File: src/hw/sec_pkg.sv
// Purpose: Shared constants and types of the stop exit clock sequencer
// Assumes: AXI4-Lite slave with 32-bit data, one aligned word a register
// Notes:   Reset-counter terms are in reset-counter clock ticks
package sec_pkg;

  // Register byte offsets
  localparam logic [7:0] SEC_CTRL_OFF    = 8'h00;
  localparam logic [7:0] SEC_STAT_OFF    = 8'h04;
  localparam logic [7:0] SEC_IRQ_STS_OFF = 8'h08;
  localparam logic [7:0] SEC_IRQ_CLR_OFF = 8'h0c;
  localparam logic [7:0] SEC_IRQ_EN_OFF  = 8'h10;

  // Control register fields
  localparam int SEC_LHD_BIT   = 0;
  localparam int SEC_CME_BIT   = 1;
  localparam int SEC_FORCED_CLOCK_MONITOR_ENABLE_BIT  = 2;
  localparam int SEC_DLY_BIT   = 3;
  localparam int SEC_PSTOP_BIT = 4;
  localparam int SEC_SLOW_LSB  = 8;
  localparam int SEC_SLOW_MSB  = 13;
  localparam logic [15:0] SEC_CTRL_RST = 16'h0000;

  // Interrupt status bits
  localparam int SEC_IRQ_CMR  = 0;
  localparam int SEC_IRQ_WAKE = 1;
  localparam int SEC_IRQ_LIMP = 2;
  localparam int SEC_IRQ_W    = 3;

  // Reset-counter terms and checks
  localparam logic [12:0] SEC_LONG_LAST  = 13'h0fff;
  localparam logic [12:0] SEC_SHORT_LAST = 13'h000f;
  localparam logic [12:0] SEC_CHECK_LOW  = 13'h0fff;
  localparam logic [8:0]  SEC_LIMP_PER   = 9'h002;

  localparam logic [1:0] SEC_OKAY   = 2'h0;
  localparam logic [1:0] SEC_SLVERR = 2'h2;

  typedef enum logic [1:0] {S_RUN, S_HALT, S_WAIT, S_LIMP} sec_state_t;

  typedef struct packed {
    logic halted;
    logic osc_run;
    logic vco_run;
    logic limp_home;
    logic on_crystal;
    logic cm_reset;
  } sec_clk_t;

  typedef struct packed {
    sec_state_t            state;
    logic                  pseudo;
    logic                  limp_wait;
    logic                  long_wait;
    logic [8:0]            div;
    logic                  tick;
    logic                  cnt_clr;
    logic [15:0]           ctrl;
    logic [SEC_IRQ_W-1:0]  irq_sts;
    logic [SEC_IRQ_W-1:0]  irq_en;
    logic                  irq;
    sec_clk_t              clk;
    logic                  awready;
    logic                  wready;
    logic                  bvalid;
    logic [1:0]            bresp;
    logic                  arready;
    logic                  rvalid;
    logic [1:0]            rresp;
    logic [31:0]           rdata;
  } sec_st_t;

  // Reset-counter clock period in aclk cycles from the slow divider
  function automatic logic [8:0] sec_reset_counter_clock_period(input logic [5:0] slow);
    sec_reset_counter_clock_period = (slow == 6'h00) ? 9'h002 : {1'b0, slow, 2'b00};
  endfunction

  // Byte-lane merge of a write
  function automatic logic [31:0] sec_merge(input logic [31:0] old,
                                            input logic [31:0] data,
                                            input logic [3:0]  strb);
    for (int i = 0; i < 4; i++) begin
      old[i*8 +: 8] = strb[i] ? data[i*8 +: 8] : old[i*8 +: 8];
    end
    sec_merge = old;
  endfunction

endpackage

File: src/hw/sec_rst_counter.sv
// Purpose: 13-stage reset counter stepped by the reset-counter clock
// Assumes: tick is a one-cycle enable, clear has priority
// Notes:   Wraps after 8192 ticks
`timescale 1ns/10ps
`default_nettype none
module sec_rst_counter (
  input  wire logic        aclk,
  input  wire logic        aresetn,
  input  wire logic        clear,
  input  wire logic        tick,
  output var  logic [12:0] count
);
  logic [12:0] count_nxt;

  always_comb begin
    count_nxt = count;
    if (clear) begin
      count_nxt = 13'h0000;
    end else if (tick) begin
      count_nxt = count + 13'h0001;
    end
  end

  always_ff @(posedge aclk) begin
    if (!aresetn) begin
      count <= 13'h0000;
    end else begin
      count <= count_nxt;
    end
  end
endmodule // sec_rst_counter
`default_nettype wire

File: src/hw/sec_seq.sv
// Purpose: Sequences wake-up from halt and pseudo-halt low-power modes
// Assumes: All inputs synchronous to aclk; stop_req and wake_req pulses
// Notes:
// Overview of operation
// - Limp-home off with monitor on: stop instruction gives monitor reset.
// - Limp-home off, monitor off: only crystal activity wakes, no VCO.
// - Pseudo-halt, delay set: resume on crystal after 4096 counter ticks.
// - Pseudo-halt, limp-home off, delay clear: resume on crystal after 16 counter ticks.
// - With PLL supply up, external reset enters limp-home.
// - Full halt exit, no limp or monitor: 4096 ticks, slow-scaled.
// - Pseudo-halt, limp-home, delay: leave halt in limp-home after 4096 ticks unless crystal good.
// - Pseudo-halt enable makes stop instruction enter pseudo-halt.
// - In limp-home, monitor checked at count 4095, once per 8192 counter ticks.
`timescale 1ns/10ps
`default_nettype none
module sec_seq
  import sec_pkg::*;
#(
  parameter logic [8:0] LIMP_PERIOD = sec_pkg::SEC_LIMP_PER
) (
  input  wire logic            aclk,
  input  wire logic            aresetn,
  input  wire logic [7:0]      s_axi_awaddr,
  input  wire logic            s_axi_awvalid,
  output var  logic            s_axi_awready,
  input  wire logic [31:0]     s_axi_wdata,
  input  wire logic [3:0]      s_axi_wstrb,
  input  wire logic            s_axi_wvalid,
  output var  logic            s_axi_wready,
  output var  logic [1:0]      s_axi_bresp,
  output var  logic            s_axi_bvalid,
  input  wire logic            s_axi_bready,
  input  wire logic [7:0]      s_axi_araddr,
  input  wire logic            s_axi_arvalid,
  output var  logic            s_axi_arready,
  output var  logic [31:0]     s_axi_rdata,
  output var  logic [1:0]      s_axi_rresp,
  output var  logic            s_axi_rvalid,
  input  wire logic            s_axi_rready,
  input  wire logic            stop_req,
  input  wire logic            wake_req,
  input  wire logic            ext_reset,
  input  wire logic            pll_supply,
  input  wire logic            crystal_good,
  output var  sec_pkg::sec_clk_t clk_ctl,
  output var  logic            irq
);
  import sec_pkg::*;

  sec_st_t     st_r;
  sec_st_t     st_nxt;
  logic [12:0] cnt;

  sec_rst_counter u_cnt (
    .aclk    (aclk),
    .aresetn (aresetn),
    .clear   (st_r.cnt_clr),
    .tick    (st_r.tick),
    .count   (cnt)
  );

  logic                 lhd_eff;
  logic                 cm_any;
  logic                 dly;
  logic [8:0]           period;
  logic [SEC_IRQ_W-1:0] ev;
  logic [SEC_IRQ_W-1:0] clr;
  logic                 wr_go;
  logic                 rd_go;
  logic                 term_hit;

  always_comb begin
    st_nxt         = st_r;
    st_nxt.tick    = 1'b0;
    st_nxt.cnt_clr = 1'b0;
    st_nxt.clk.cm_reset = 1'b0;
    ev  = '0;
    clr = '0;
    lhd_eff = st_r.ctrl[SEC_LHD_BIT] | ~pll_supply;
    cm_any  = st_r.ctrl[SEC_CME_BIT] | st_r.ctrl[SEC_FORCED_CLOCK_MONITOR_ENABLE_BIT];
    dly     = st_r.ctrl[SEC_DLY_BIT];

    // Reset-counter clock enable
    if (st_r.clk.vco_run) begin
      period = LIMP_PERIOD;
    end else begin
      period = sec_reset_counter_clock_period(st_r.ctrl[SEC_SLOW_MSB:SEC_SLOW_LSB]);
    end
    if (st_r.state == S_WAIT || st_r.state == S_LIMP) begin
      if (st_r.div >= period - 9'h001) begin
        st_nxt.div  = 9'h000;
        st_nxt.tick = 1'b1;
      end else begin
        st_nxt.div = st_r.div + 9'h001;
      end
    end else begin
      st_nxt.div = 9'h000;
    end

    term_hit = st_r.tick &&
      (cnt == (st_r.long_wait ? SEC_LONG_LAST : SEC_SHORT_LAST));

    unique case (st_r.state)
      S_RUN: begin
        if (stop_req) begin
          if (lhd_eff && cm_any) begin
            st_nxt.clk.cm_reset = 1'b1;
            ev[SEC_IRQ_CMR]     = 1'b1;
          end else begin
            st_nxt.state          = S_HALT;
            st_nxt.pseudo         = st_r.ctrl[SEC_PSTOP_BIT];
            st_nxt.clk.halted     = 1'b1;
            st_nxt.clk.osc_run    = st_r.ctrl[SEC_PSTOP_BIT];
            st_nxt.clk.vco_run    = 1'b0;
            st_nxt.clk.on_crystal = 1'b0;
          end
        end
      end
      S_HALT: begin
        if (wake_req && !lhd_eff) begin
          st_nxt.cnt_clr     = 1'b1;
          st_nxt.clk.vco_run = 1'b1;
          st_nxt.clk.osc_run = 1'b1;
          if (dly) begin
            st_nxt.state     = S_WAIT;
            st_nxt.limp_wait = 1'b1;
            st_nxt.long_wait = 1'b1;
          end else begin
            st_nxt.state         = S_LIMP;
            st_nxt.clk.halted    = 1'b0;
            st_nxt.clk.limp_home = 1'b1;
            ev[SEC_IRQ_LIMP]     = 1'b1;
            ev[SEC_IRQ_WAKE]     = 1'b1;
          end
        end else if (wake_req && crystal_good) begin
          st_nxt.state       = S_WAIT;
          st_nxt.cnt_clr     = 1'b1;
          st_nxt.limp_wait   = 1'b0;
          st_nxt.long_wait   = !st_r.pseudo || dly;
          st_nxt.clk.osc_run = 1'b1;
        end
      end
      S_WAIT: begin
        if (term_hit) begin
          st_nxt.clk.halted = 1'b0;
          ev[SEC_IRQ_WAKE]  = 1'b1;
          if (!st_r.limp_wait || crystal_good) begin
            st_nxt.state          = S_RUN;
            st_nxt.clk.on_crystal = 1'b1;
            st_nxt.clk.vco_run    = 1'b0;
          end else begin
            st_nxt.state         = S_LIMP;
            st_nxt.clk.limp_home = 1'b1;
            ev[SEC_IRQ_LIMP]     = 1'b1;
          end
        end
      end
      S_LIMP: begin
        if (st_r.tick && cnt == SEC_CHECK_LOW && crystal_good) begin
          st_nxt.state          = S_RUN;
          st_nxt.clk.limp_home  = 1'b0;
          st_nxt.clk.vco_run    = 1'b0;
          st_nxt.clk.on_crystal = 1'b1;
          ev[SEC_IRQ_LIMP]      = 1'b1;
        end
      end
    endcase

    // External reset overrides the sequence
    if (ext_reset) begin
      st_nxt.clk.halted     = 1'b0;
      st_nxt.clk.osc_run    = 1'b1;
      st_nxt.clk.cm_reset   = 1'b0;
      st_nxt.cnt_clr        = 1'b1;
      st_nxt.limp_wait      = 1'b0;
      if (pll_supply) begin
        st_nxt.state          = S_LIMP;
        st_nxt.clk.limp_home  = 1'b1;
        st_nxt.clk.vco_run    = 1'b1;
        st_nxt.clk.on_crystal = 1'b0;
        ev[SEC_IRQ_LIMP]      = 1'b1;
      end else begin
        st_nxt.state          = S_RUN;
        st_nxt.clk.limp_home  = 1'b0;
        st_nxt.clk.vco_run    = 1'b0;
        st_nxt.clk.on_crystal = 1'b1;
      end
    end

    // Write channel: address and data taken together
    wr_go = s_axi_awvalid && s_axi_wvalid && st_r.awready && st_r.wready;
    st_nxt.awready = !st_r.awready && !st_r.bvalid &&
                     s_axi_awvalid && s_axi_wvalid;
    st_nxt.wready  = st_nxt.awready;
    if (st_r.bvalid && s_axi_bready) begin
      st_nxt.bvalid = 1'b0;
    end
    if (wr_go) begin
      st_nxt.bvalid = 1'b1;
      st_nxt.bresp  = SEC_OKAY;
      unique case (s_axi_awaddr)
        SEC_CTRL_OFF: begin
          st_nxt.ctrl = 16'(sec_merge({16'h0000, st_r.ctrl},
                                      s_axi_wdata, s_axi_wstrb));
        end
        SEC_IRQ_CLR_OFF: begin
          clr = s_axi_wstrb[0] ? s_axi_wdata[SEC_IRQ_W-1:0] : '0;
        end
        SEC_IRQ_EN_OFF: begin
          st_nxt.irq_en = SEC_IRQ_W'(sec_merge({29'h0, st_r.irq_en},
                                               s_axi_wdata, s_axi_wstrb));
        end
        SEC_STAT_OFF, SEC_IRQ_STS_OFF: begin
          st_nxt.bresp = SEC_OKAY;
        end
        default: begin
          st_nxt.bresp = SEC_SLVERR;
        end
      endcase
    end

    // Sticky events, set wins over clear
    st_nxt.irq_sts = (st_r.irq_sts & ~clr) | ev;
    st_nxt.irq     = |(st_nxt.irq_sts & st_nxt.irq_en);

    // Read channel
    rd_go = s_axi_arvalid && st_r.arready;
    st_nxt.arready = !st_r.arready && !st_r.rvalid && s_axi_arvalid;
    if (st_r.rvalid && s_axi_rready) begin
      st_nxt.rvalid = 1'b0;
    end
    if (rd_go) begin
      st_nxt.rvalid = 1'b1;
      st_nxt.rresp  = SEC_OKAY;
      unique case (s_axi_araddr)
        SEC_CTRL_OFF:    st_nxt.rdata = {16'h0000, st_r.ctrl};
        SEC_STAT_OFF:    st_nxt.rdata = {25'h0, st_r.state, pll_supply,
                                         st_r.clk.on_crystal,
                                         st_r.clk.limp_home,
                                         st_r.clk.osc_run,
                                         st_r.clk.halted};
        SEC_IRQ_STS_OFF: st_nxt.rdata = {29'h0, st_r.irq_sts};
        SEC_IRQ_CLR_OFF: st_nxt.rdata = 32'h0000_0000;
        SEC_IRQ_EN_OFF:  st_nxt.rdata = {29'h0, st_r.irq_en};
        default: begin
          st_nxt.rdata = 32'h0000_0000;
          st_nxt.rresp = SEC_SLVERR;
        end
      endcase
    end
  end

  always_ff @(posedge aclk) begin
    if (!aresetn) begin
      st_r                <= '0;
      st_r.state          <= S_RUN;
      st_r.ctrl           <= SEC_CTRL_RST;
      st_r.clk.osc_run    <= 1'b1;
      st_r.clk.on_crystal <= 1'b1;
    end else begin
      st_r <= st_nxt;
    end
  end

  assign s_axi_awready = st_r.awready;
  assign s_axi_wready  = st_r.wready;
  assign s_axi_bvalid  = st_r.bvalid;
  assign s_axi_bresp   = st_r.bresp;
  assign s_axi_arready = st_r.arready;
  assign s_axi_rvalid  = st_r.rvalid;
  assign s_axi_rresp   = st_r.rresp;
  assign s_axi_rdata   = st_r.rdata;
  assign clk_ctl       = st_r.clk;
  assign irq           = st_r.irq;
endmodule // sec_seq
`default_nettype wire

File: config.mk
export PLATFORM = sky130hd
export DESIGN_NAME = sec_seq
export DESIGN_NICKNAME = d
export VERILOG_FILES = /design/src/hw/sec_pkg.sv /design/src/hw/sec_rst_counter.sv /design/src/hw/sec_seq.sv
export SDC_FILE = /design/constraint.sdc
export NUM_CORES = 1
export LEC_CHECK = 0
export BUFFER_PORTS_ARGS = -buffer_cell sky130_fd_sc_hd__clkbuf_2
export CORE_UTILIZATION = 50
export DETAILED_ROUTE_END_ITERATION = 16
export HOLD_SLACK_MARGIN = 0.06
export PLACE_DENSITY = 0.76
export SYNTH_ARGS = -nofsm -noshare
export SYNTH_HDL_FRONTEND = slang
export SYNTH_SLANG_ARGS = --single-unit
File: constraint.sdc
create_clock -name aclk -period 7.65 [get_ports aclk]
set_clock_uncertainty 0.2 [all_clocks]
set_input_delay 1.53 -clock aclk [delete_from_list [all_inputs] [get_ports aclk]]
set_output_delay 1.53 -clock aclk [all_outputs]
set_load 0.05 [all_outputs]
==> results of run 1 <==
[area by class of cell]
cell class                      instances  area share, %
Clock buffer                            9          2.645
Clock inverter                          6          2.324
Inverter                               15          1.202
Multi-Input combinational cell        366          48.81
Sequential cell                        80          34.20
Tap cell                              105          2.805
Timing Repair Buffer                   75          8.015
[how the worst max path moves through the flow]
stage / from / to / slack, ns / cells after the start
global route: st_r[63] / st_r[77] / 3.64 / 14
floorplan: s_axi_awaddr[0] / irq / 4.15 / 7
CTS: st_r[63] / st_r[77] / 3.90 / 14
finish: st_r[63] / st_r[77] / 3.87 / 14
global placement: s_axi_arvalid / s_axi_rdata[10] / 3.68 / 7
detailed placement: s_axi_arvalid / s_axi_rdata[10] / 3.67 / 7
[where the power goes]
group	internal, uW	switching [uW]
sequential	423	6.69
clock	214	149
combinational	35.4	77.4
total	672	233
[cell usage in the layout, fill, tap and decap left out, types with 3 or more instances in the layout]
master / synthesis / routed
dfxtp_1: 80 / 80
clkbuf_2: 0 / 75
nand2_1: 61 / 61
nor2_1: 43 / 43
o21ai_0: 21 / 21
a21boi_0: 21 / 21
conb_1: 2 / 19
nor2b_1: 18 / 18
inv_1: 15 / 15
nand3_1: 15 / 15
ha_1: 15 / 15
xor2_1: 11 / 11
nand4_1: 11 / 11
mux2i_1: 11 / 11
a21oi_1: 10 / 10
a22oi_1: 10 / 10
and2_1: 9 / 9
clkbuf_8: 0 / 9
or3_1: 8 / 8
xnor2_1: 8 / 8
a31oi_1: 6 / 6
o21a_1: 5 / 5
and3_1: 5 / 5
a21o_1: 4 / 4
nand2b_1: 4 / 4
nor3_1: 3 / 3
nor4_1: 3 / 3
a311oi_1: 3 / 3
or4_1: 3 / 3
and4_1: 3 / 3
a2bb2oi_1: 3 / 3
bufinv_16: 0 / 3
[worst max-delay path, stage by stage, from the launching register on]
cell and delay (ns):
dfxtp_1 0.37, or3_1 0.45, nor3_1 0.32, a21o_1 0.20, inv_1 0.04, ha_1 0.19
inv_1 0.11, or3_1 0.11, a31oi_1 0.09, ha_1 0.23, a211o_1 0.31, a211o_1 0.28
a311oi_1 0.32, o21ai_1 0.28, nor2b_1 0.20
[registers in the layout, summed over array words and instances (netlist names)]
name,count
clk_ctl,6
dly,1
irq,1
s_axi_arready,1
s_axi_bresp,1
s_axi_bvalid,1
s_axi_rdata,16
s_axi_rresp,1
s_axi_rvalid,1
s_axi_wready,1
st_r,37
u_cnt.count,13
[logic make-up after synthesis]
group | after synthesis
flip-flops | 80
other | 2
adder cells (fa/ha/maj) | 15
XOR/XNOR | 19
AO/OA/AOI/OAI | 103
multiplexers | 12
buffers and inverters | 73
AND/OR/NAND/NOR | 198
[metal layers]
metal / global-route usage [%] / vias up / part of all wire, %
met5: 0 / - / 0
met4: 8.590 / 0 / 1.7
met3: 4.369 / 13 / 4.1
met2: 33.70 / 84 / 48
met1: 27.39 / 1636 / 46
li1: - / 1785 / -
[metrics by stage]
| stage | area [um^2] | util (%) |
|---|---|---|
| 5_1_grt | 4683 | 57.00 |
| 3_5_place_dp | 4451 | 54.16 |
| 2_1_floorplan | 4323 | - |
| 4_1_cts | 4683 | 57.00 |
| 6_report | 4683 | 57.00 |
| 3_3_place_gp | 4451 | 54.16 |
==> results.cfg, run 1 <==
[clocking]
clock_path_buffers = 2
post_cts_resized = 0
postCtsSetupBuffers = 0
cts-hold-fix-buffers = 0
clock_sinks = 80
root_buffer = clkbuf_8
cts.reportedPaths.clkPinSlew_ns = 0.08
cts_tree = done
htreeDepth = 3
cts_buffers = 9
clock_latency_ns = 0.35

[die]
core_area_um2 = 8217
start_util_pct = 51.83
die_area_um2 = 8892
io-pin-count = 112
rows = 33
die_y_um = 94.30
die_w_um = 94.30

[synth]
yosysMostFrequentCell = dfxtp_1
synthAdderAreaFrac_pct = 4.407
synth-async-reset-ratio_pct = 0
synth_top_family_by_area = simple AND/OR/NAND/NOR gates
ys_warn_count = 0
synth_ff_type = dfxtp_1
synth_area_leaders = dfxtp_1 38%, buf_4 7.6%, nand2_1 5.4%
synth-simple-area-share_pct = 23.41
synth_compound_area_share_pct = 17.33
synth_top_cell_by_area = dfxtp_1
syn_inst = 502
ys_seq_elements = 80
synthMuxAreaShare_pct = 2.938
seq_area_frac_synth_pct = 37.60
synth-edff-count = 0
synth-xor-area-share_pct = 3.907
syn-cell-area_um2 = 4259
ys_top_cells_by_count = 80 x dfxtp_1, 61 x nand2_1, 43 x buf_4, 43 x nor2_1
avgSynthCellArea_um2 = 8.484
ys_types = 56
yosys.area.top_type_share_pct = 37.60

[status]
status = complete, no violations

[worst_setup_path]
critPathMaxFanout = 9
critical_path_required_ns = 7.72
end_kind = flip-flop
cp-start-kind = flip-flop
r2r-start = st_r[63]
path_class = reg2reg
arrival_ns = 3.85
reg2reg_slack_ns = 3.87
r2r_end = st_r[77]
ff2ff_path_depth = 14

[power]
leakage_uw = 0.001945
ir_worst_vdd_uv = 122.5
total_power_uw = 905.1
p_per_area_nw_per_um2 = 193.3

[sta]
hold_viol_final = 0
max_slew_margin_pct = 41.01
finalSetupViolations = 0
fin_setup_tns_ns = 0
rsz0062_at_grt = no
slew_violations = 0
layout_min_cycle_time_ns = 3.778
hold_ws_ns = 0.2355
tightestPinTransition_ns = 0.8848
setup_ws_ns = 3.872
max_freq_mhz = 264.7
fin_crit_sh_pct = 49.39

[routing]
drc_errors = 0
ant_nets = 0
num_vias = 3518
first_pass_iters = 4
viasPerCell = 5.363
drt-total-wl_um = 8983
first_iter_violations = 142
drt-wirelength-per-cell_um = 13.69

[placement]
dp_slack_ns = 3.672
dp_cells = 641
port-buffer-count = 75
dp_hpwl_um = 6686
gp_congestion = 0.8749

[hold_path]
hold_depth = 1
worst_hold_path.endpoint = s_axi_wready
min_from = s_axi_bvalid
holdCritPathClass = reg2reg

[global_route]
grt_overflow = 0
antenna_found_initial = 0
grt_pass1_vias = 3187
grt_pass1_wl_um = 14630
grt.total_usage_pct = 21.07
grt_max_degree = 55

[job]
max_cap_violations = 0

[cells_and_area]
final_nets = 626
diodes = 0
drive_gt1_share_pct = 18.15
fin_cells = 656
flow.area_growth_from_synthesis_pct = 9.959
fillers = 741
regArea_um2 = 1602
multiInputGateArea_um2 = 2286
(Power assumes the default switching activity.)
==> inputs of run 2 (changes only) <==
--- a/config.mk
+++ b/config.mk
@@ -5,6 +5,7 @@
 export SDC_FILE = /design/constraint.sdc
 export NUM_CORES = 1
 export LEC_CHECK = 0
+export ABC_AREA = 1
 export BUFFER_PORTS_ARGS = -buffer_cell sky130_fd_sc_hd__clkbuf_2
 export CORE_UTILIZATION = 50
 export DETAILED_ROUTE_END_ITERATION = 16
==> constraint.sdc (replaced) <==
create_clock -name aclk -period 3.6 [get_ports aclk]
set_clock_uncertainty 0.2 [all_clocks]
set_input_delay 0.72 -clock aclk [delete_from_list [all_inputs] [get_ports aclk]]
set_output_delay 0.72 -clock aclk [all_outputs]
set_load 0.05 [all_outputs]
==> run 2 against run 1 <==
Effect of this change:
- total power grew 120%
- highest routed layer unchanged
- clock-buffer cell count grew 1
- maximum frequency is 41% higher
- design area up 1.8%
- global-route usage is 1.0 points higher
- die area grew 2.0%
- synthesized cell count increased by 24%
- via count up 14%
- area after synthesis increased by 2.1%
==> results.cfg, run 2 <==
[synth]
seq_area_frac_synth_pct = 36.83
synth_area_leaders = dfxtp_1 37%, nand2_1 10%, buf_4 7.6%
synth_top_cell_by_area = dfxtp_1
ys_seq_elements = 80
avgSynthCellArea_um2 = 6.968
syn_inst = 624
ys_types = 36
ys_top_cells_by_count = 121 x nand2_1, 80 x dfxtp_1, 70 x nor2_1, 68 x inv_1, 54 x o21ai_0
synth_ff_type = dfxtp_1
synth-edff-count = 0
syn-cell-area_um2 = 4348
synth-async-reset-ratio_pct = 0
yosys.area.top_type_share_pct = 36.83
ys_warn_count = 0
yosysMostFrequentCell = nand2_1

[hold_path]
hold_depth = 1
worst_hold_path.endpoint = s_axi_arready
holdCritPathClass = reg2reg
min_from = s_axi_arready

[global_route]
grt_pass1_wl_um = 15710
met1_usage_pct = 28.73
grt_pass1_vias = 3571
grt_overflow = 0
antenna_found_initial = 0
use_met2_pct = 35.54
grt_busiest_layer = met2
grt_max_degree = 37
grt_use_met3_pct = 4.864
grt.total_usage_pct = 22.12

[sta]
hold_viol_final = 0
max_slew_margin_pct = 51.98
slew_violations = 0
tightestPinTransition_ns = 0.7196
rsz0062_at_grt = no
hold_ws_ns = 0.2464
fin_crit_sh_pct = 74.35
max_freq_mhz = 373.6
setup_ws_ns = 0.9234
layout_min_cycle_time_ns = 2.677
finalSetupViolations = 0
fin_setup_tns_ns = 0

[clocking]
clock_path_buffers = 2
clock_latency_ns = 0.36
post_cts_resized = 0
cts_buffers = 9
htreeDepth = 3
clock_sinks = 80
root_buffer = clkbuf_8
postCtsSetupBuffers = 0
cts_tree = done
cts-hold-fix-buffers = 0
cts.reportedPaths.clkPinSlew_ns = 0.10

[routing]
ant_nets = 0
first_pass_iters = 4
num_vias = 4003
viasPerCell = 5.106
drt-wirelength-per-cell_um = 12.24
first_iter_violations = 170
drt-total-wl_um = 9598
drc_errors = 0

[die]
die_y_um = 95.25
start_util_pct = 52.39
core_area_um2 = 8299
die_area_um2 = 9073
io-pin-count = 112
die_w_um = 95.25
rows = 33

[worst_setup_path]
critPathMaxFanout = 9
critical_path_required_ns = 3.67
cp-start-kind = flip-flop
crit_family = simple AND/OR/NAND/NOR gates
reg2reg_slack_ns = 0.92
path_class = reg2reg
r2r_end = st_r[76]
path_buf_inv = 1
end_kind = flip-flop
critical-path-max-stage-delay_ns = 0.41
arrival_ns = 2.75
r2r-start = st_r[65]
ff2ff_path_depth = 14
crit_chain = nor2_1, nand3_1, nand2_1, inv_1, ha_1, nand3_1, nor2_1, xor2_1, ha_1, nand2_1, nor2_1, nand3_1, nand4_1, nor3b_1
critPathSlowestCell = dfxtp_1

[cells_and_area]
diodes = 0
top_register = st_r
drive_gt1_share_pct = 15.46
layout_commonest_cell = nand2_1
largest_register_ffs = 37
layout_common_cells = 121 x nand2_1, 80 x dfxtp_1, 75 x clkbuf_2, 70 x nor2_1, 68 x inv_1
flow.area_growth_from_synthesis_pct = 9.611
final_nets = 753
finalInstanceArea_um2 = 4766

[status]
status = complete, no violations

[power]
leakage_uw = 0.002143
ir_worst_vdd_uv = 261.8
p_per_area_nw_per_um2 = 422.5

[placement]
port-buffer-count = 75
gp_congestion = 0.8594
place_area_um2 = 4553
dp_slack_ns = 0.9443
dp_hpwl_um = 7380

[job]
max_cap_violations = 0
==> run 2: metrics by stage <==
step	utilization, %	cells	total power [uW]
after floorplan	-	641	1265
after global placement	54.86	768	1316
after detailed placement	54.86	768	1321
after CTS	57.43	784	2021
after global routing	57.43	784	2101
final	57.43	784	2014
==> run 2: worst register-to-register path, cell delays in order, from the launching register on <==
cell and delay [ns]:
dfxtp_1 0.41, nor2_1 0.08, nand3_1 0.08, nand2_1 0.08, inv_1 0.10, ha_1 0.18, nand3_1 0.12, nor2_1 0.13
xor2_1 0.16, ha_1 0.24, nand2_1 0.09, nor2_1 0.06, nand3_1 0.10, nand4_1 0.32, nor3b_1 0.27
==> run 2: worst max path at each step <==
stage	from	endpoint	cells past startpoint
6_report	st_r[65]	st_r[76]	14
3_5_place_dp	st_r[62]	st_r[76]	14
4_1_cts	st_r[62]	st_r[76]	14
5_1_grt	st_r[63]	st_r[76]	14
3_3_place_gp	st_r[62]	st_r[76]	14
2_1_floorplan	st_r[62]	st_r[76]	14
==> run 2: layout make-up <==
type	instances	area, um^2
clock buffer	10	137.6
clock inverter	6	75.07
fill	832	3533
inverter	70	264.0
multi-input combinational	437	2173
sequential	80	1602
tap	105	131.4
timing repair buffer	76	382.9
==> run 2: kinds of logic (layout without fill, tap and decap cells) <==
family / count (synthesis) / count (layout) / synth area share [%]
AND/OR/NAND/NOR: 274 / 274 / 27.57
flip-flops: 80 / 80 / 36.83
XOR/XNOR: 12 / 12 / 2.417
AO/OA/AOI/OAI: 117 / 117 / 14.04
buffers and inverters: 124 / 162 / 14.65
adder cells (fa/ha/maj): 15 / 15 / 4.317
other: 2 / 19 / 0.1727
==> run 2: report_power, final <==
| group | total [uW] | internal, uW | switching [uW] |
|---|---|---|---|
| clock network | 709 | 350 | 359 |
| logic | 366 | 96.5 | 270 |
| registers | 938 | 914 | 23.8 |
==> run 2: layer usage <==
metal,up-vias,part of all wire [%]
li1,2076,-
met1,1793,47
met2,119,44
met3,15,6.6
met4,0,1.7
met5,-,0
